File: src/hdl/ttis_defs.vh
// register offsets, field layouts and reset values of the trail trace interrupt status block
`ifndef TTIS_DEFS_VH
`define TTIS_DEFS_VH

// ************************************************************
// register offsets (word index; byte address is 4x)
// ************************************************************
`define TTIS_ADDR_W 12
`define TTIS_OFS_TU3_MISMATCH 12'hF22
`define TTIS_OFS_TU4_MISMATCH 12'hF23
`define TTIS_OFS_TU1_UNSTABLE 12'hF24
`define TTIS_OFS_TU2_UNSTABLE 12'hF25
`define TTIS_OFS_TU3_UNSTABLE 12'hF26
`define TTIS_OFS_TU4_UNSTABLE 12'hF27
`define TTIS_OFS_MISMATCH_EN 12'hF30
`define TTIS_OFS_UNSTABLE_EN 12'hF31
`define TTIS_OFS_MODE 12'hF32
`define TTIS_OFS_STATE 12'hF33

// ************************************************************
// field layout and reset values
// ************************************************************
`define TTIS_GROUPS 7
`define TTIS_DATA_W 8
`define TTIS_TRIBS 4
`define TTIS_MODE_TU3_BIT 7
`define TTIS_FLAGS_RESET 7'h00
`define TTIS_EN_RESET 28'h0000000
`define TTIS_TU12_RESET 7'h00

`endif

File: src/hdl/ttis_change_det.v
// change detector: one-cycle event on every edge of a vector of status levels
`timescale 1ns/100ps
`default_nettype none
module ttis_change_det
#(
  parameter WIDTH = 28
)
(
  // clock and reset
  input wire clock_i,
  input wire reset_n_i,
  // status levels and their change events
  input wire [WIDTH-1:0] level_i,
  output wire [WIDTH-1:0] change_o
);

  reg [WIDTH-1:0] last;
  reg primed;

  // no event on the first sample after reset: the old state is unknown
  always @(posedge clock_i or negedge reset_n_i)
  begin
    if (!reset_n_i)
    begin
      last <= {WIDTH{1'b0}};
      primed <= 1'b0;
    end
    else
    begin
      last <= level_i;
      primed <= 1'b1;
    end
  end

  assign change_o = primed ? (last ^ level_i) : {WIDTH{1'b0}};

endmodule
`default_nettype wire

File: src/hdl/ttis_flag_reg.v
// one sticky flag register of seven group bits, cleared by a read
`timescale 1ns/100ps
`default_nettype none
module ttis_flag_reg
#(
  parameter WIDTH = 7
)
(
  // clock and reset
  input wire clock_i,
  input wire reset_n_i,
  // events, bits that are inactive, and the clearing read
  input wire [WIDTH-1:0] event_i,
  input wire [WIDTH-1:0] inactive_i,
  input wire read_clear_i,
  output reg [WIDTH-1:0] flags_o
);

  // a new event in the clearing cycle survives the clear
  always @(posedge clock_i or negedge reset_n_i)
  begin
    if (!reset_n_i)
      flags_o <= {WIDTH{1'b0}};
    else
      flags_o <= ((read_clear_i ? {WIDTH{1'b0}} : flags_o) | event_i) & ~inactive_i;
  end

endmodule
`default_nettype wire

File: src/hdl/ttis_top.v
// interrupt status flags of the receive trail trace monitor, with register port
//
// Summary of operation
// - a mismatch flag per group for the fourth tributary sits at bit n-1 of offset 0xF23.
// - reading a flag register clears its flags and so withdraws their interrupt.
// - every change of a third- or fourth-tributary mismatch state, rising or falling, sets its flag outside TU3 mode, except a TU12 group's fourth-tributary bit.
// - every change of a tributary's unstable state, rising or falling, sets its flag, except a bit inactive in TU3 mode or a TU12 group's fourth-tributary bit.
// - in TU3 mode the second to fourth tributary flag registers are inactive and read zero.
// - a group in TU12 operation has its fourth-tributary mismatch bit inactive, reading zero.
// - bit 0 of the first-tributary unstable register reports the single TU3 trace in TU3 mode.
// - mismatch flags set and hold whatever the mismatch interrupt enable is.
// - unstable flags set and hold whatever the unstable interrupt enable is.
// - four unstable flag registers at 0xF24 to 0xF27, seven group flags in bits 0 to 6.
// - bits 1 to 6 of the first-tributary unstable register report groups two to seven.
// - the third-tributary mismatch flags report group bit-plus-one.
// - an enabled mismatch flag raises the interrupt on match loss and on match return.
// - an enabled unstable flag raises the interrupt on instability and on return to stable.
//
// register map, word index
// F22 third-tributary mismatch flags, group g at bit g-1, read clears
// F23 fourth-tributary mismatch flags, same layout
// F24 first-tributary unstable flags; bit 0 is the single trace in TU3 mode
// F25 second-tributary unstable flags
// F26 third-tributary unstable flags
// F27 fourth-tributary unstable flags
// F30 mismatch interrupt enables, bit g-1 enables group g on every tributary
// F31 unstable interrupt enables, same layout
// F32 mode: bit 7 TU3 mode, bits 6:0 groups in TU12 operation
// F33 first-tributary mismatch state levels, read only
// flag registers ignore writes, and other addresses read zero
// interrupt pin: OR of every set flag whose enable bit is one
//
// Our own choice: the address-and-strobe port.
`timescale 1ns/100ps
`default_nettype none
`include "ttis_defs.vh"
module ttis_top
#(
  parameter GROUPS = 7,
  parameter TRIBS = 4
)
(
  // clock and reset
  input wire clock_i,
  input wire reset_n_i,
  // register port
  input wire [11:0] reg_addr_i,
  input wire [7:0] reg_wdata_i,
  input wire reg_write_i,
  input wire reg_read_i,
  output reg [7:0] reg_rdata_o,
  // monitored state, bit (trib-1)*7 + (group-1); the single TU3 trace is on bit 0
  input wire [27:0] mismatch_state_i,
  input wire [27:0] unstable_state_i,
  // interrupt request
  output reg irq_o
);

  // ************************************************************
  // configuration registers
  // ************************************************************
  reg [27:0] mismatch_irq_enable;
  reg [27:0] instability_irq_enable;
  reg tu3_mode;
  reg [6:0] tu12_groups;

  function [7:0] pad7;
    input [6:0] v;
    begin
      pad7 = {1'b0, v};
    end
  endfunction

  function hit;
    input [11:0] a;
    input [11:0] ofs;
    begin
      hit = (a == ofs);
    end
  endfunction

  function any_enabled;
    input [6:0] flags;
    input [6:0] enables;
    begin
      any_enabled = |(flags & enables);
    end
  endfunction

  // write strobes; flag registers have none, so writes to them are ignored
  wire wr_mode = reg_write_i && hit(reg_addr_i, `TTIS_OFS_MODE);
  wire wr_mm_en = reg_write_i && hit(reg_addr_i, `TTIS_OFS_MISMATCH_EN);
  wire wr_un_en = reg_write_i && hit(reg_addr_i, `TTIS_OFS_UNSTABLE_EN);

  always @(posedge clock_i or negedge reset_n_i)
  begin
    if (!reset_n_i)
    begin
      mismatch_irq_enable <= `TTIS_EN_RESET;
      instability_irq_enable <= `TTIS_EN_RESET;
      tu3_mode <= 1'b0;
      tu12_groups <= `TTIS_TU12_RESET;
    end
    else
    begin
      // one enable word is broadcast to all four tributaries of a group:
      // the 8-bit port cannot reach 28 enable bits one by one
      if (wr_mode)
      begin
        tu3_mode <= reg_wdata_i[`TTIS_MODE_TU3_BIT];
        tu12_groups <= reg_wdata_i[6:0];
      end
      if (wr_mm_en)
        mismatch_irq_enable <= {4{reg_wdata_i[6:0]}};
      if (wr_un_en)
        instability_irq_enable <= {4{reg_wdata_i[6:0]}};
    end
  end

  // ************************************************************
  // event detection
  // ************************************************************
  wire [27:0] mismatch_change;
  wire [27:0] unstable_change;

  // a flip of a level in either direction is one event
  ttis_change_det #(.WIDTH(GROUPS * TRIBS)) u_mismatch_det
  (
    .clock_i(clock_i),
    .reset_n_i(reset_n_i),
    .level_i(mismatch_state_i),
    .change_o(mismatch_change)
  );

  ttis_change_det #(.WIDTH(GROUPS * TRIBS)) u_unstable_det
  (
    .clock_i(clock_i),
    .reset_n_i(reset_n_i),
    .level_i(unstable_state_i),
    .change_o(unstable_change)
  );

  // ************************************************************
  // read-clear strobes
  // ************************************************************
  // a read clears its register at the same edge that latches the data
  wire rd_mm3 = reg_read_i && hit(reg_addr_i, `TTIS_OFS_TU3_MISMATCH);
  wire rd_mm4 = reg_read_i && hit(reg_addr_i, `TTIS_OFS_TU4_MISMATCH);
  wire rd_un1 = reg_read_i && hit(reg_addr_i, `TTIS_OFS_TU1_UNSTABLE);
  wire rd_un2 = reg_read_i && hit(reg_addr_i, `TTIS_OFS_TU2_UNSTABLE);
  wire rd_un3 = reg_read_i && hit(reg_addr_i, `TTIS_OFS_TU3_UNSTABLE);
  wire rd_un4 = reg_read_i && hit(reg_addr_i, `TTIS_OFS_TU4_UNSTABLE);

  // ************************************************************
  // events and inactive masks per register
  // ************************************************************
  // tributary t of group g is state bit (t-1)*7 + (g-1)
  wire [6:0] tu3_mm_event = mismatch_change[20:14];
  wire [6:0] tu4_mm_event = mismatch_change[27:21];
  wire [6:0] tu1_un_event = unstable_change[6:0];
  wire [6:0] tu2_un_event = unstable_change[13:7];
  wire [6:0] tu3_un_event = unstable_change[20:14];
  wire [6:0] tu4_un_event = unstable_change[27:21];
  wire [6:0] off_all = {7{tu3_mode}};
  // in TU3 mode only bit 0 lives, carrying the single trace
  wire [6:0] off_tu1 = {{6{tu3_mode}}, 1'b0};
  // a group in TU12 operation has no fourth tributary
  wire [6:0] off_tu4 = off_all | tu12_groups;

  // ************************************************************
  // sticky flag registers
  // ************************************************************
  wire [6:0] tu3_mm_flags;
  wire [6:0] tu4_mm_flags;
  wire [6:0] tu1_un_flags;
  wire [6:0] tu2_un_flags;
  wire [6:0] tu3_un_flags;
  wire [6:0] tu4_un_flags;

  // flags ignore the enables entirely so software can poll
  ttis_flag_reg #(.WIDTH(GROUPS)) u_tu3_mm
  (
    .clock_i(clock_i),
    .reset_n_i(reset_n_i),
    .event_i(tu3_mm_event),
    .inactive_i(off_all),
    .read_clear_i(rd_mm3),
    .flags_o(tu3_mm_flags)
  );

  ttis_flag_reg #(.WIDTH(GROUPS)) u_tu4_mm
  (
    .clock_i(clock_i),
    .reset_n_i(reset_n_i),
    .event_i(tu4_mm_event),
    .inactive_i(off_tu4),
    .read_clear_i(rd_mm4),
    .flags_o(tu4_mm_flags)
  );

  ttis_flag_reg #(.WIDTH(GROUPS)) u_tu1_un
  (
    .clock_i(clock_i),
    .reset_n_i(reset_n_i),
    .event_i(tu1_un_event),
    .inactive_i(off_tu1),
    .read_clear_i(rd_un1),
    .flags_o(tu1_un_flags)
  );

  ttis_flag_reg #(.WIDTH(GROUPS)) u_tu2_un
  (
    .clock_i(clock_i),
    .reset_n_i(reset_n_i),
    .event_i(tu2_un_event),
    .inactive_i(off_all),
    .read_clear_i(rd_un2),
    .flags_o(tu2_un_flags)
  );

  ttis_flag_reg #(.WIDTH(GROUPS)) u_tu3_un
  (
    .clock_i(clock_i),
    .reset_n_i(reset_n_i),
    .event_i(tu3_un_event),
    .inactive_i(off_all),
    .read_clear_i(rd_un3),
    .flags_o(tu3_un_flags)
  );

  ttis_flag_reg #(.WIDTH(GROUPS)) u_tu4_un
  (
    .clock_i(clock_i),
    .reset_n_i(reset_n_i),
    .event_i(tu4_un_event),
    .inactive_i(off_tu4),
    .read_clear_i(rd_un4),
    .flags_o(tu4_un_flags)
  );

  // ************************************************************
  // read data and interrupt
  // ************************************************************
  reg [7:0] next_rdata;

  always @*
  begin
    next_rdata = 8'h00;
    case (reg_addr_i)
      `TTIS_OFS_TU3_MISMATCH: next_rdata = pad7(tu3_mm_flags);
      `TTIS_OFS_TU4_MISMATCH: next_rdata = pad7(tu4_mm_flags);
      `TTIS_OFS_TU1_UNSTABLE: next_rdata = pad7(tu1_un_flags);
      `TTIS_OFS_TU2_UNSTABLE: next_rdata = pad7(tu2_un_flags);
      `TTIS_OFS_TU3_UNSTABLE: next_rdata = pad7(tu3_un_flags);
      `TTIS_OFS_TU4_UNSTABLE: next_rdata = pad7(tu4_un_flags);
      `TTIS_OFS_MISMATCH_EN: next_rdata = pad7(mismatch_irq_enable[6:0]);
      `TTIS_OFS_UNSTABLE_EN: next_rdata = pad7(instability_irq_enable[6:0]);
      `TTIS_OFS_MODE: next_rdata = {tu3_mode, tu12_groups};
      `TTIS_OFS_STATE: next_rdata = pad7(mismatch_state_i[6:0]);
      default: next_rdata = 8'h00;
    endcase
  end

  // read data stand for one cycle only, zero otherwise
  always @(posedge clock_i or negedge reset_n_i)
  begin
    if (!reset_n_i)
      reg_rdata_o <= 8'h00;
    else
      reg_rdata_o <= reg_read_i ? next_rdata : 8'h00;
  end

  // ************************************************************
  // interrupt
  // ************************************************************
  // first and second tributary mismatch flags are not held here, so their enables go unused
  wire [6:0] tu3_mm_en = mismatch_irq_enable[20:14];
  wire [6:0] tu4_mm_en = mismatch_irq_enable[27:21];
  wire [6:0] tu1_un_en = instability_irq_enable[6:0];
  wire [6:0] tu2_un_en = instability_irq_enable[13:7];
  wire [6:0] tu3_un_en = instability_irq_enable[20:14];
  wire [6:0] tu4_un_en = instability_irq_enable[27:21];
  wire mm_pending = any_enabled(tu3_mm_flags, tu3_mm_en)
                    | any_enabled(tu4_mm_flags, tu4_mm_en);
  wire un_pending = any_enabled(tu1_un_flags, tu1_un_en)
                    | any_enabled(tu2_un_flags, tu2_un_en)
                    | any_enabled(tu3_un_flags, tu3_un_en)
                    | any_enabled(tu4_un_flags, tu4_un_en);
  wire next_irq = mm_pending | un_pending;

  // registered so the pin cannot glitch while flags and enables change
  always @(posedge clock_i or negedge reset_n_i)
  begin
    if (!reset_n_i)
      irq_o <= 1'b0;
    else
      irq_o <= next_irq;
  end

endmodule
`default_nettype wire

File: config.mk
export PLATFORM = sky130hd
export DESIGN_NAME = ttis_top
export DESIGN_NICKNAME = d
export VERILOG_FILES = /design/src/hdl/ttis_change_det.v /design/src/hdl/ttis_flag_reg.v /design/src/hdl/ttis_top.v
export VERILOG_INCLUDE_DIRS = /design/src /design/src/hdl
export SDC_FILE = /design/constraint.sdc
export NUM_CORES = 1
export LEC_CHECK = 0
export BUFFER_PORTS_ARGS = -buffer_cell sky130_fd_sc_hd__buf_2
export CAP_MARGIN = 20
export CORE_UTILIZATION = 50
export DETAILED_ROUTE_END_ITERATION = 7
export GPL_ROUTABILITY_DRIVEN = 0
export PLACE_DENSITY = 0.75
export SYNTH_ARGS = -nofsm -noshare
export SYNTH_HDL_FRONTEND = slang
export SYNTH_SLANG_ARGS = --single-unit
File: constraint.sdc
create_clock -name clock_i -period 1.5 [get_ports clock_i]
set_clock_uncertainty 0.15 [all_clocks]
set_input_delay 0.15 -clock clock_i [delete_from_list [all_inputs] [get_ports clock_i]]
set_output_delay 0.15 -clock clock_i [all_outputs]
set_load 0.005 [all_outputs]
==> results of run 1 <==
flip-flops by register name, indices dropped and copies added, names as in the netlist:
| signal | count |
|---|---|
| u_tu2_un.flags_o | 7 |
| u_tu4_mm.flags_o | 7 |
| tu3_mode | 1 |
| reg_rdata_o | 8 |
| u_tu4_un.flags_o | 7 |
| u_tu1_un.flags_o | 7 |
| mismatch_irq_enable | 7 |
| u_tu3_un.flags_o | 7 |
| tu12_groups | 7 |
| u_tu3_mm.flags_o | 7 |
| instability_irq_enable | 7 |
| irq_o | 1 |
| u_mismatch_det.last | 14 |
| u_unstable_det.primed | 1 |
| u_unstable_det.last | 28 |
cell usage in the layout, fill, tap and decap left out, drive strengths merged, types with 14 or more instances in the layout:
cell	synthesis	final
a22oi	14	14
mux2	22	22
dlygate4sd3	0	56
buf	9	140
mux2i	16	16
nor3	19	19
clkbuf	7	19
dfrtp	116	116
a22o	28	28
xor2	42	42
power by group through the flow:
| stage | clock [mW] | sequential (mW) | combinational, mW |
|---|---|---|---|
| 2_1_floorplan | 0 | 3.30 | 0.231 |
| 3_3_place_gp | 0 | 3.30 | 0.547 |
| 3_5_place_dp | 0 | 3.31 | 0.557 |
| 4_1_cts | 3.90 | 3.25 | 0.670 |
| 5_1_grt | 4.07 | 3.26 | 0.740 |
| 6_report | 3.86 | 3.26 | 0.680 |
critical path, delay by kind of cell, from the launching register on:
family | cells | cell delay, ns
AO/OA/AOI/OAI | 1 | 0.42
AND/OR/NAND/NOR | 3 | 0.48
flip-flops | 1 | 0.40
worst max-delay path by stage:
stage	from	end	slack, ns	cells after the start
after floorplan	reg_addr_i[6]	instability_irq_enable[20]	-0.09	4
after global placement	reg_addr_i[6]	instability_irq_enable[20]	-0.24	6
after detailed placement	reg_addr_i[6]	instability_irq_enable[24]	-0.29	6
after CTS	u_tu1_un.flags_o[3]	irq_o	-0.02	4
after global routing	u_tu4_un.flags_o[3]	irq_o	-0.12	4
final	u_tu4_un.flags_o[3]	irq_o	-0.09	4
final cells by class:
type | count | area [sq um]
Fill cell | 666 | 2532
Clock buffer | 19 | 431.7
Timing Repair Buffer | 196 | 1490
Clock inverter | 13 | 131.4
Sequential cell | 116 | 2903
Tap cell | 133 | 166.4
Inverter | 8 | 30.03
Multi-Input combinational cell | 230 | 2044
routing by layer:
layer | global-route usage | wire length, um | vias to the layer above
met5 | 0 | 0 | -
met4 | 0.1330 | 467 | 0
met1 | 0.3861 | 5886 | 2009
li1 | - | - | 1783
met3 | 0.09302 | 965 | 34
met2 | 0.4636 | 6866 | 177
metrics by stage:
stage	power [mW]	setup WS, ns
5_1_grt	8.070	-0.1245
4_1_cts	7.819	-0.02397
2_1_floorplan	3.529	-0.09154
6_report	7.794	-0.08935
3_5_place_dp	3.864	-0.2895
3_3_place_gp	3.851	-0.2364
logic make-up (layout without fill, tap and decap cells):
kind of cell / after synthesis / after routing / share of synthesized area
other: 1 / 1 / 0.0007506
flip-flops: 116 / 116 / 0.5810
XOR/XNOR: 42 / 42 / 0.07363
AND/OR/NAND/NOR: 57 / 57 / 0.07438
AO/OA/AOI/OAI: 85 / 85 / 0.1355
multiplexers: 45 / 45 / 0.1132
buffers and inverters: 24 / 236 / 0.02154
what timing repair did:
item,CTS,global route
endpoints found under the setup margin,1,4
hold buffers,55,1
resized for setup,1,2
hold endpoints to repair,230,1
setup buffers,1,0
pin swaps,3,1
==> impl_metrics.yaml, run 1 <==
sta:
  setup-tns-final_ns: -0.08935
  finalSetupViolCount: 1
  rsz0062_at_grt: "true"
  slew_violations: 0
  tightest_slew_ns: 0.6449
  period_share: 1.060
  hold_violations: 0
  setup_slack_ns: -0.08935
  min_period_ns: 1.589
  maxSlewHeadroom: 0.5694
  whs_ns: 0.04029
  max_freq_mhz: 629.2
routing:
  drt-vias-per-instance: 5.599
  drc_errors: 0
  dr.pass1.iters: 4
  drt-total-wl_mm: 14.19
  num_vias: 4003
  final_antenna_net_count: 0
  drt-initial-drc-count: 298
  wl_per_cell_um: 19.84
final_layout:
  final_cells: 715
  final_core_util: 0.7397
  nNetsFinal: 649
  antenna_cells: 0
  area_delta_synth_final_pct: 44.05
  stdcell_area_sq_um: 7197
  drive_above_1_share: 0.3694
clock_network:
  cts_buffers: 17
  clock-root-buffer: "clkbuf_8"
  insertion_delay_ns: 0.54
  clock_path_buffers: 2
  clock-sinks: 116
  clk_pin_slew_worst_paths_ns: 0.06
  cts.htree.levels: 4
  cts_tree: "done"
critical_path:
  r2r_cells: 4
  timing.rr.end: "irq_o"
  start_kind: "flop"
  cp_slowest_stage_delay_ns: 0.42
  worst-path-max-fanout: 2
  rrSetupSlack_ns: -0.09
  crit_top_cell: "nand4_1"
  critPathSlowestCell: "o41ai_2"
  critical_path_required_ns: 1.74
  arrival_ns: 1.82
  worst-setup-path-type: "reg -> reg"
  r2r-start: "u_tu4_un.flags_o[3]"
  endpoint_kind: "flop"
  crit_chain: "o41ai_2 > nand4_1 > nor3_2 > nand4_1"
pwr:
  comb_power_share: 0.087
  power_density_nw_per_um2: 1083
  power.internal_mw: 5.959
  power_switching_mw: 1.835
  ir_drop_v: 0.001148
  p_leak_nw: 3.228
  clockPowerShare: 0.495
  share_seq_of_total_power: 0.418
  power_switching_share: 0.2354
logic_synthesis:
  yosys-top-cells-count: "116 x dfrtp_1, 42 x xor2_1, 28 x a22o_1"
  yosys.cell_types.count: 44
  synth_ff_type: "dfrtp_1"
  syn_inst: 370
  ys_async_sr_fraction: 1.000
  yosysWarnings: 0
  synth.most_common_cell: "dfrtp_1"
  yosysTopAreaCell: "dfrtp_1"
  synth.area.top_cells: "dfrtp_1 58%, xor2_1 7.4%, mux2_2 5.0%"
  syn-num-nets: 450
  ys_ff_latch: 116
  synth_top_area_share: 0.5810
  ys_seq_area_frac: 0.5810
  synth_area_sq_um: 4996
  avgSynthCellArea_sq_um: 13.50
  synth_edf_count: 0
floorplan:
  initial_core_util: 0.5135
  ios: 89
  core_region_area_sq_um: 9729
  fp-row-count: 36
  die_h_um: 102.0
  die_w_um: 102.0
  dieArea_sq_um: 10400
flow_run:
  drv_cap: 0
global_routing:
  antenna_found_initial: 0
  grt_pass1_wl_mm: 21.94
  grt_use_total: 0.2981
  grt_pass1_vias: 4182
  gr-total-overflow: 0
  grt_max_degree: 33
placement:
  place_area_sq_um: 6050
  hpwl_mm: 9.585
  dp_cells: 626
  io_buffers: 81
worst_hold_path:
  min_from: "mismatch_state_i[0]"
  hold_end: "reg_rdata_o[0]"
  min_path_cells: 4
  hold_path_class: "in -> reg"
outcome:
  violations: "negative setup slack"
  status: "finished with violations"
No activity file was read; power rests on OpenSTA's default activity.
==> inputs of run 2 (changes only) <==
Settings changed: ABC_AREA from default to 1, CORE_UTILIZATION 50 to 51, PLACE_DENSITY 0.75 to 0.76.
==> impl_metrics.yaml, run 2 <==
final_layout:
  largest_register_ffs: 28
  final_cell_mix: "187 x nand2_1, 112 x dfrtp_1, 80 x buf_2"
  drive_above_1_share: 0.2144
  nNetsFinal: 874
  antenna_cells: 0
  final_cells: 943
  area_delta_synth_final_pct: 34.10
  top_regs: "u_unstable_det.last x28, u_mismatch_det.last x14, reg_rdata_o x8"
  final_core_util: 0.7093
  final_common_cell: "nand2_1"
  largest-register: "u_unstable_det.last"
routing:
  drt-vias-per-instance: 5.468
  final_antenna_net_count: 0
  drt-total-wl_mm: 15.03
  drc_errors: 0
  dr.pass1.iters: 6
  wl_per_cell_um: 15.94
  num_vias: 5156
  drt-initial-drc-count: 420
critical_path:
  path_buf_inv: 0
  critPathSlowestCell: "dfrtp_2"
  endpoint_kind: "flop"
  critical_path_required_ns: 1.75
  worst-setup-path-type: "reg -> reg"
  start_kind: "flop"
  arrival_ns: 1.68
  crit_family: "flip-flops"
  crit_chain: "nand2_1 > nand2_1 > a221oi_1 > nand3_1 > nor2_1 > nand2_1"
  cp_slowest_stage_delay_ns: 0.46
  crit_top_cell: "nand2_1"
  worst-path-max-fanout: 6
pwr:
  clockPowerShare: 0.479
  ir_drop_v: 0.0008063
  p_leak_nw: 3.766
  power_mw: 7.459
  share_seq_of_total_power: 0.438
  power_switching_share: 0.2253
  power.internal_mw: 5.779
  comb_power_share: 0.083
  power_switching_mw: 1.681
  power_density_nw_per_um2: 1014
logic_synthesis:
  synth_area_sq_um: 5485
  synth_top_area_share: 0.5292
  syn_inst: 629
  syn-num-nets: 709
  synth_ff_type: "dfrtp_1"
  synth_edf_count: 0
  synth.area.top_cells: "dfrtp_1 53%, nand2_1 13%, xor2_1 6.5%"
  synth.most_common_cell: "nand2_1"
  yosysWarnings: 0
  ys_async_sr_fraction: 1.000
  avgSynthCellArea_sq_um: 8.721
  yosys-top-cells-count: "188 x nand2_1, 116 x dfrtp_1, 66 x nand3_1"
  ys_seq_area_frac: 0.5292
  yosys.cell_types.count: 30
  ys_ff_latch: 116
  yosysTopAreaCell: "dfrtp_1"
sta:
  min_period_ns: 1.428
  whs_ns: 0.02726
  finalSetupViolCount: 0
  max_freq_mhz: 700.3
  setup-tns-final_ns: 0
  slew_violations: 0
  period_share: 0.9519
  rsz0062_at_grt: "false"
  hold_violations: 0
floorplan:
  die_w_um: 105.7
  die_h_um: 105.7
  ios: 89
  core_region_area_sq_um: 10370
  fp-row-count: 37
  initial_core_util: 0.5290
  dieArea_sq_um: 11170
clock_network:
  cts.htree.levels: 4
  clock_path_buffers: 2
  cts_buffers: 17
  clk_pin_slew_worst_paths_ns: 0.05
  cts_setup_buffers: 0
  clock-root-buffer: "clkbuf_8"
  clock-sinks: 116
  cts_tree: "done"
  insertion_delay_ns: 0.52
outcome:
  status: "finished clean"
flow_run:
  drv_cap: 0
global_routing:
  gr-total-overflow: 0
  grt_pass1_wl_mm: 24.74
  grt_use_total: 0.2920
  antenna_found_initial: 0
  grt_max_degree: 59
  grt_pass1_vias: 5147
placement:
  hpwl_mm: 10.30
  io_buffers: 81
  dp_cells: 850
worst_hold_path:
  hold_path_class: "in -> async"
[run 2: cell count changes after synthesis, sizes merged, moves of 9 or more]
cell and change:
nand2 +190, nand3 +65, nor2 +48, a21oi +44, a22o -24, inv +23
mux2 -22, nor3 -18, mux2i -16, o21ai +15, a22oi -14, o22ai -9
[run 2: repair_timing]
action / 4_1_cts / 5_1_grt
setup endpoints to repair: 0 / 1
endpoints found under the hold margin: 230 / 0
hold buffers: 61 / 0
gates resized for setup: 0 / 6
[run 2: through the flow]
stage | cell area [sq um] | worst slack (ns)
floorplan | 5485 | 0.09673
global placement | 6210 | -0.02941
detailed placement | 6210 | -0.06617
CTS | 7342 | 0.02848
global route | 7356 | 0.003533
finish | 7356 | 0.07211
[run 2: worst register-to-register path, delay by kind of cell (launching register included)]
kind	cells	cell delay [ns]
flops	1	0.46
simple gates	5	0.45
compound gates	1	0.25
[run 2: layout make-up]
type | count | area [sq um]
fill | 789 | 3014
sequential | 116 | 2908
multi-input combinational | 461 | 2362
timing repair buffer | 166 | 1274
clock buffer | 27 | 471.7
tap | 136 | 170.2
inverter | 32 | 120.1
clock inverter | 5 | 50.05
[run 2: worst paths after layout]
| kind | slack (ns) | startpoint | depth (start not counted) | endpoint |
|---|---|---|---|---|
| worst max-delay path | 0.07 | instability_irq_enable[22] | 6 | irq_o |
| worst min-delay path | 0.03 | reset_n_i | 3 | instability_irq_enable[20] |
| worst max register to register | 0.07 | instability_irq_enable[22] | 6 | irq_o |
| worst min register to register | 0.38 | tu12_groups[4] | 2 | tu12_groups[4] |
| max in group asynchronous | 0.91 | reset_n_i | 3 | instability_irq_enable[22] |
| min in group clock_i | 0.06 | reg_addr_i[0] | 5 | reg_rdata_o[7] |
[run 2: kinds of logic after synthesis]
logic type                after synthesis  synth area share
and+or+nand+nor                       341            0.2799
DFF                                   116            0.5292
buffers and inverters                  52           0.04174
other                                   1         0.0006837
AOI/OAI and AO/OA                      78           0.08303
xor gates and xnor gates               41           0.06546
[run 2: power groups by stage]
stage | sequential (mW) | combinational [mW] | clock (mW)
floorplan | 3.30 | 0.218 | 0
global placement | 3.31 | 0.479 | 0
detailed placement | 3.32 | 0.493 | 0
CTS | 3.26 | 0.619 | 3.62
global route | 3.27 | 0.689 | 3.76
finish | 3.27 | 0.621 | 3.57
[run 2: routing by layer]
metal / track usage / part of all wire / routed length (um)
met4: 0.1538 / 0.045 / 674
met5: 0 / 0 / 0
met1: 0.3605 / 0.40 / 6036
met3: 0.07545 / 0.083 / 1244
met2: 0.4715 / 0.47 / 7077
==> inputs of run 3 (changes only) <==
Settings changed: CORE_UTILIZATION 51 to 52, CTS_BUF_LIST from default to sky130_fd_sc_hd__clkbuf_16, SYNTH_HIERARCHICAL from default to 1.
==> impl_metrics.yaml, run 3 <==
critical_path:
  r2r_cells: 4
  timing.rr.end: "irq_o"
  worst-setup-path-type: "reg -> reg"
  critical_path_required_ns: 1.60
  r2r-start: "u_tu4_mm/flags_o[0]"
  rrSetupSlack_ns: 0.06
  start_kind: "flop"
  worst-path-max-fanout: 3
  arrival_ns: 1.54
  endpoint_kind: "flop"
clock_network:
  clk_pin_slew_worst_paths_ns: 0.06
  clock-sinks: 117
  cts.htree.levels: 4
  clock-root-buffer: "clkbuf_16"
  cts_buffers: 17
  cts_setup_buffers: 0
  clock_path_buffers: 2
  cts_tree: "done"
  insertion_delay_ns: 0.42
routing:
  drt-initial-drc-count: 691
  drt-total-wl_mm: 16.36
  dr.pass1.iters: 7
  final_antenna_net_count: 0
  drc_errors: 0
  drt-vias-per-instance: 5.277
  wl_per_cell_um: 15.34
  num_vias: 5625
global_routing:
  grt_pass1_vias: 5665
  grt_use_total: 0.3008
  grt_pass1_wl_mm: 26.71
  gr-total-overflow: 0
  antenna_found_initial: 0
  grt_max_degree: 63
worst_hold_path:
  hold_path_class: "in -> async"
floorplan:
  die_h_um: 108.7
  ios: 89
  dieArea_sq_um: 11820
  die_w_um: 108.7
  fp-row-count: 38
  core_region_area_sq_um: 10980
  initial_core_util: 0.5393
placement:
  hpwl_mm: 11.16
  place_ws_ns: -0.2061
  place_area_sq_um: 6614
  io_buffers: 81
sta:
  setup_slack_ns: 0.05624
  hold_violations: 0
  period_share: 0.9625
  slew_violations: 0
  max_freq_mhz: 692.6
  rsz0062_at_grt: "false"
  finalSetupViolCount: 0
  setup-tns-final_ns: 0
  whs_ns: 0.1281
  min_period_ns: 1.444
final_layout:
  nNetsFinal: 993
  final_common_cell: "nand2_1"
  largest_register_ffs: 28
  top_regs: "u_unstable_det/last x28, u_mismatch_det/last x14, reg_rdata_o x8"
  fill_cells: 824
  area_delta_synth_final_pct: 32.19
  stdcell_area_sq_um: 7830
  largest-register: "u_unstable_det/last"
  final_cell_mix: "235 x nand2_1, 119 x nor2_1, 116 x dfrtp_1"
  final_core_util: 0.7129
  antenna_cells: 0
  drive_above_1_share: 0.2451
logic_synthesis:
  syn-num-nets: 822
  synth_area_sq_um: 5923
  syn_inst: 742
  avgSynthCellArea_sq_um: 7.983
  yosysWarnings: 6
pwr:
  ir_drop_v: 0.0008597
  p_leak_nw: 3.786
  power_density_nw_per_um2: 1036
outcome:
  status: "finished clean"
flow_run:
  drv_cap: 0
## run 3: worst max path at each step
stage / from / slack (ns) / to
CTS: u_tu4_mm/flags_o[1] / 0.007 / irq_o
finish: u_tu4_mm/flags_o[0] / 0.06 / irq_o
global placement: reg_addr_i[10] / -0.12 / u_tu1_un/flags_o[6]
global route: u_tu4_un/flags_o[1] / 0.01 / reg_rdata_o[1]
detailed placement: reg_addr_i[9] / -0.21 / u_tu1_un/flags_o[3]
floorplan: tu3_mode / 0.06 / u_tu4_mm/flags_o[0]
## run 3: metal layers
layer / routed length [um] / vias up / GRT usage
met5: 0 / - / 0
met4: 499 / 0 / 0.1544
met3: 1256 / 48 / 0.07770
met2: 7692 / 289 / 0.4720
met1: 6907 / 2610 / 0.3845
li1: - / 2678 / -
## run 3: repair_timing
action / 4_1_cts / 5_1_grt
hold buffers: 60 / 0
resized for setup: 0 / 3
hold endpoints to repair: 231 / 0
setup endpoints to repair: 0 / 1
## run 3: worst max-delay path, stage by stage, from the launching register on
cell and delay [ns]:
dfrtp_1 0.43, o21ai_0 0.28, nand4_1 0.14, nor2_1 0.11
nand4_1 0.17
## run 3: final cells by class
class	instances	area, sq um	area share
Multi-Input combinational cell	534	2556	0.3265
Inverter	76	287.8	0.03675
Sequential cell	117	2929	0.3741
Clock buffer	17	425.4	0.05433
Clock inverter	15	190.2	0.02429
Tap cell	140	175.2	0.02237
Timing Repair Buffer	167	1266	0.1617
## run 3: power by group
part           internal (mW)  switching (mW)
sequential              3.23          0.0462
clock                   2.75            1.45
combinational          0.287           0.349
## run 3: through the flow
step                      power [mW]  cells
after floorplan                3.567    742
after global placement         3.811    974
after detailed placement       3.833    974
after CTS                      8.152   1066
after global routing           8.401   1066
final                          8.108   1066
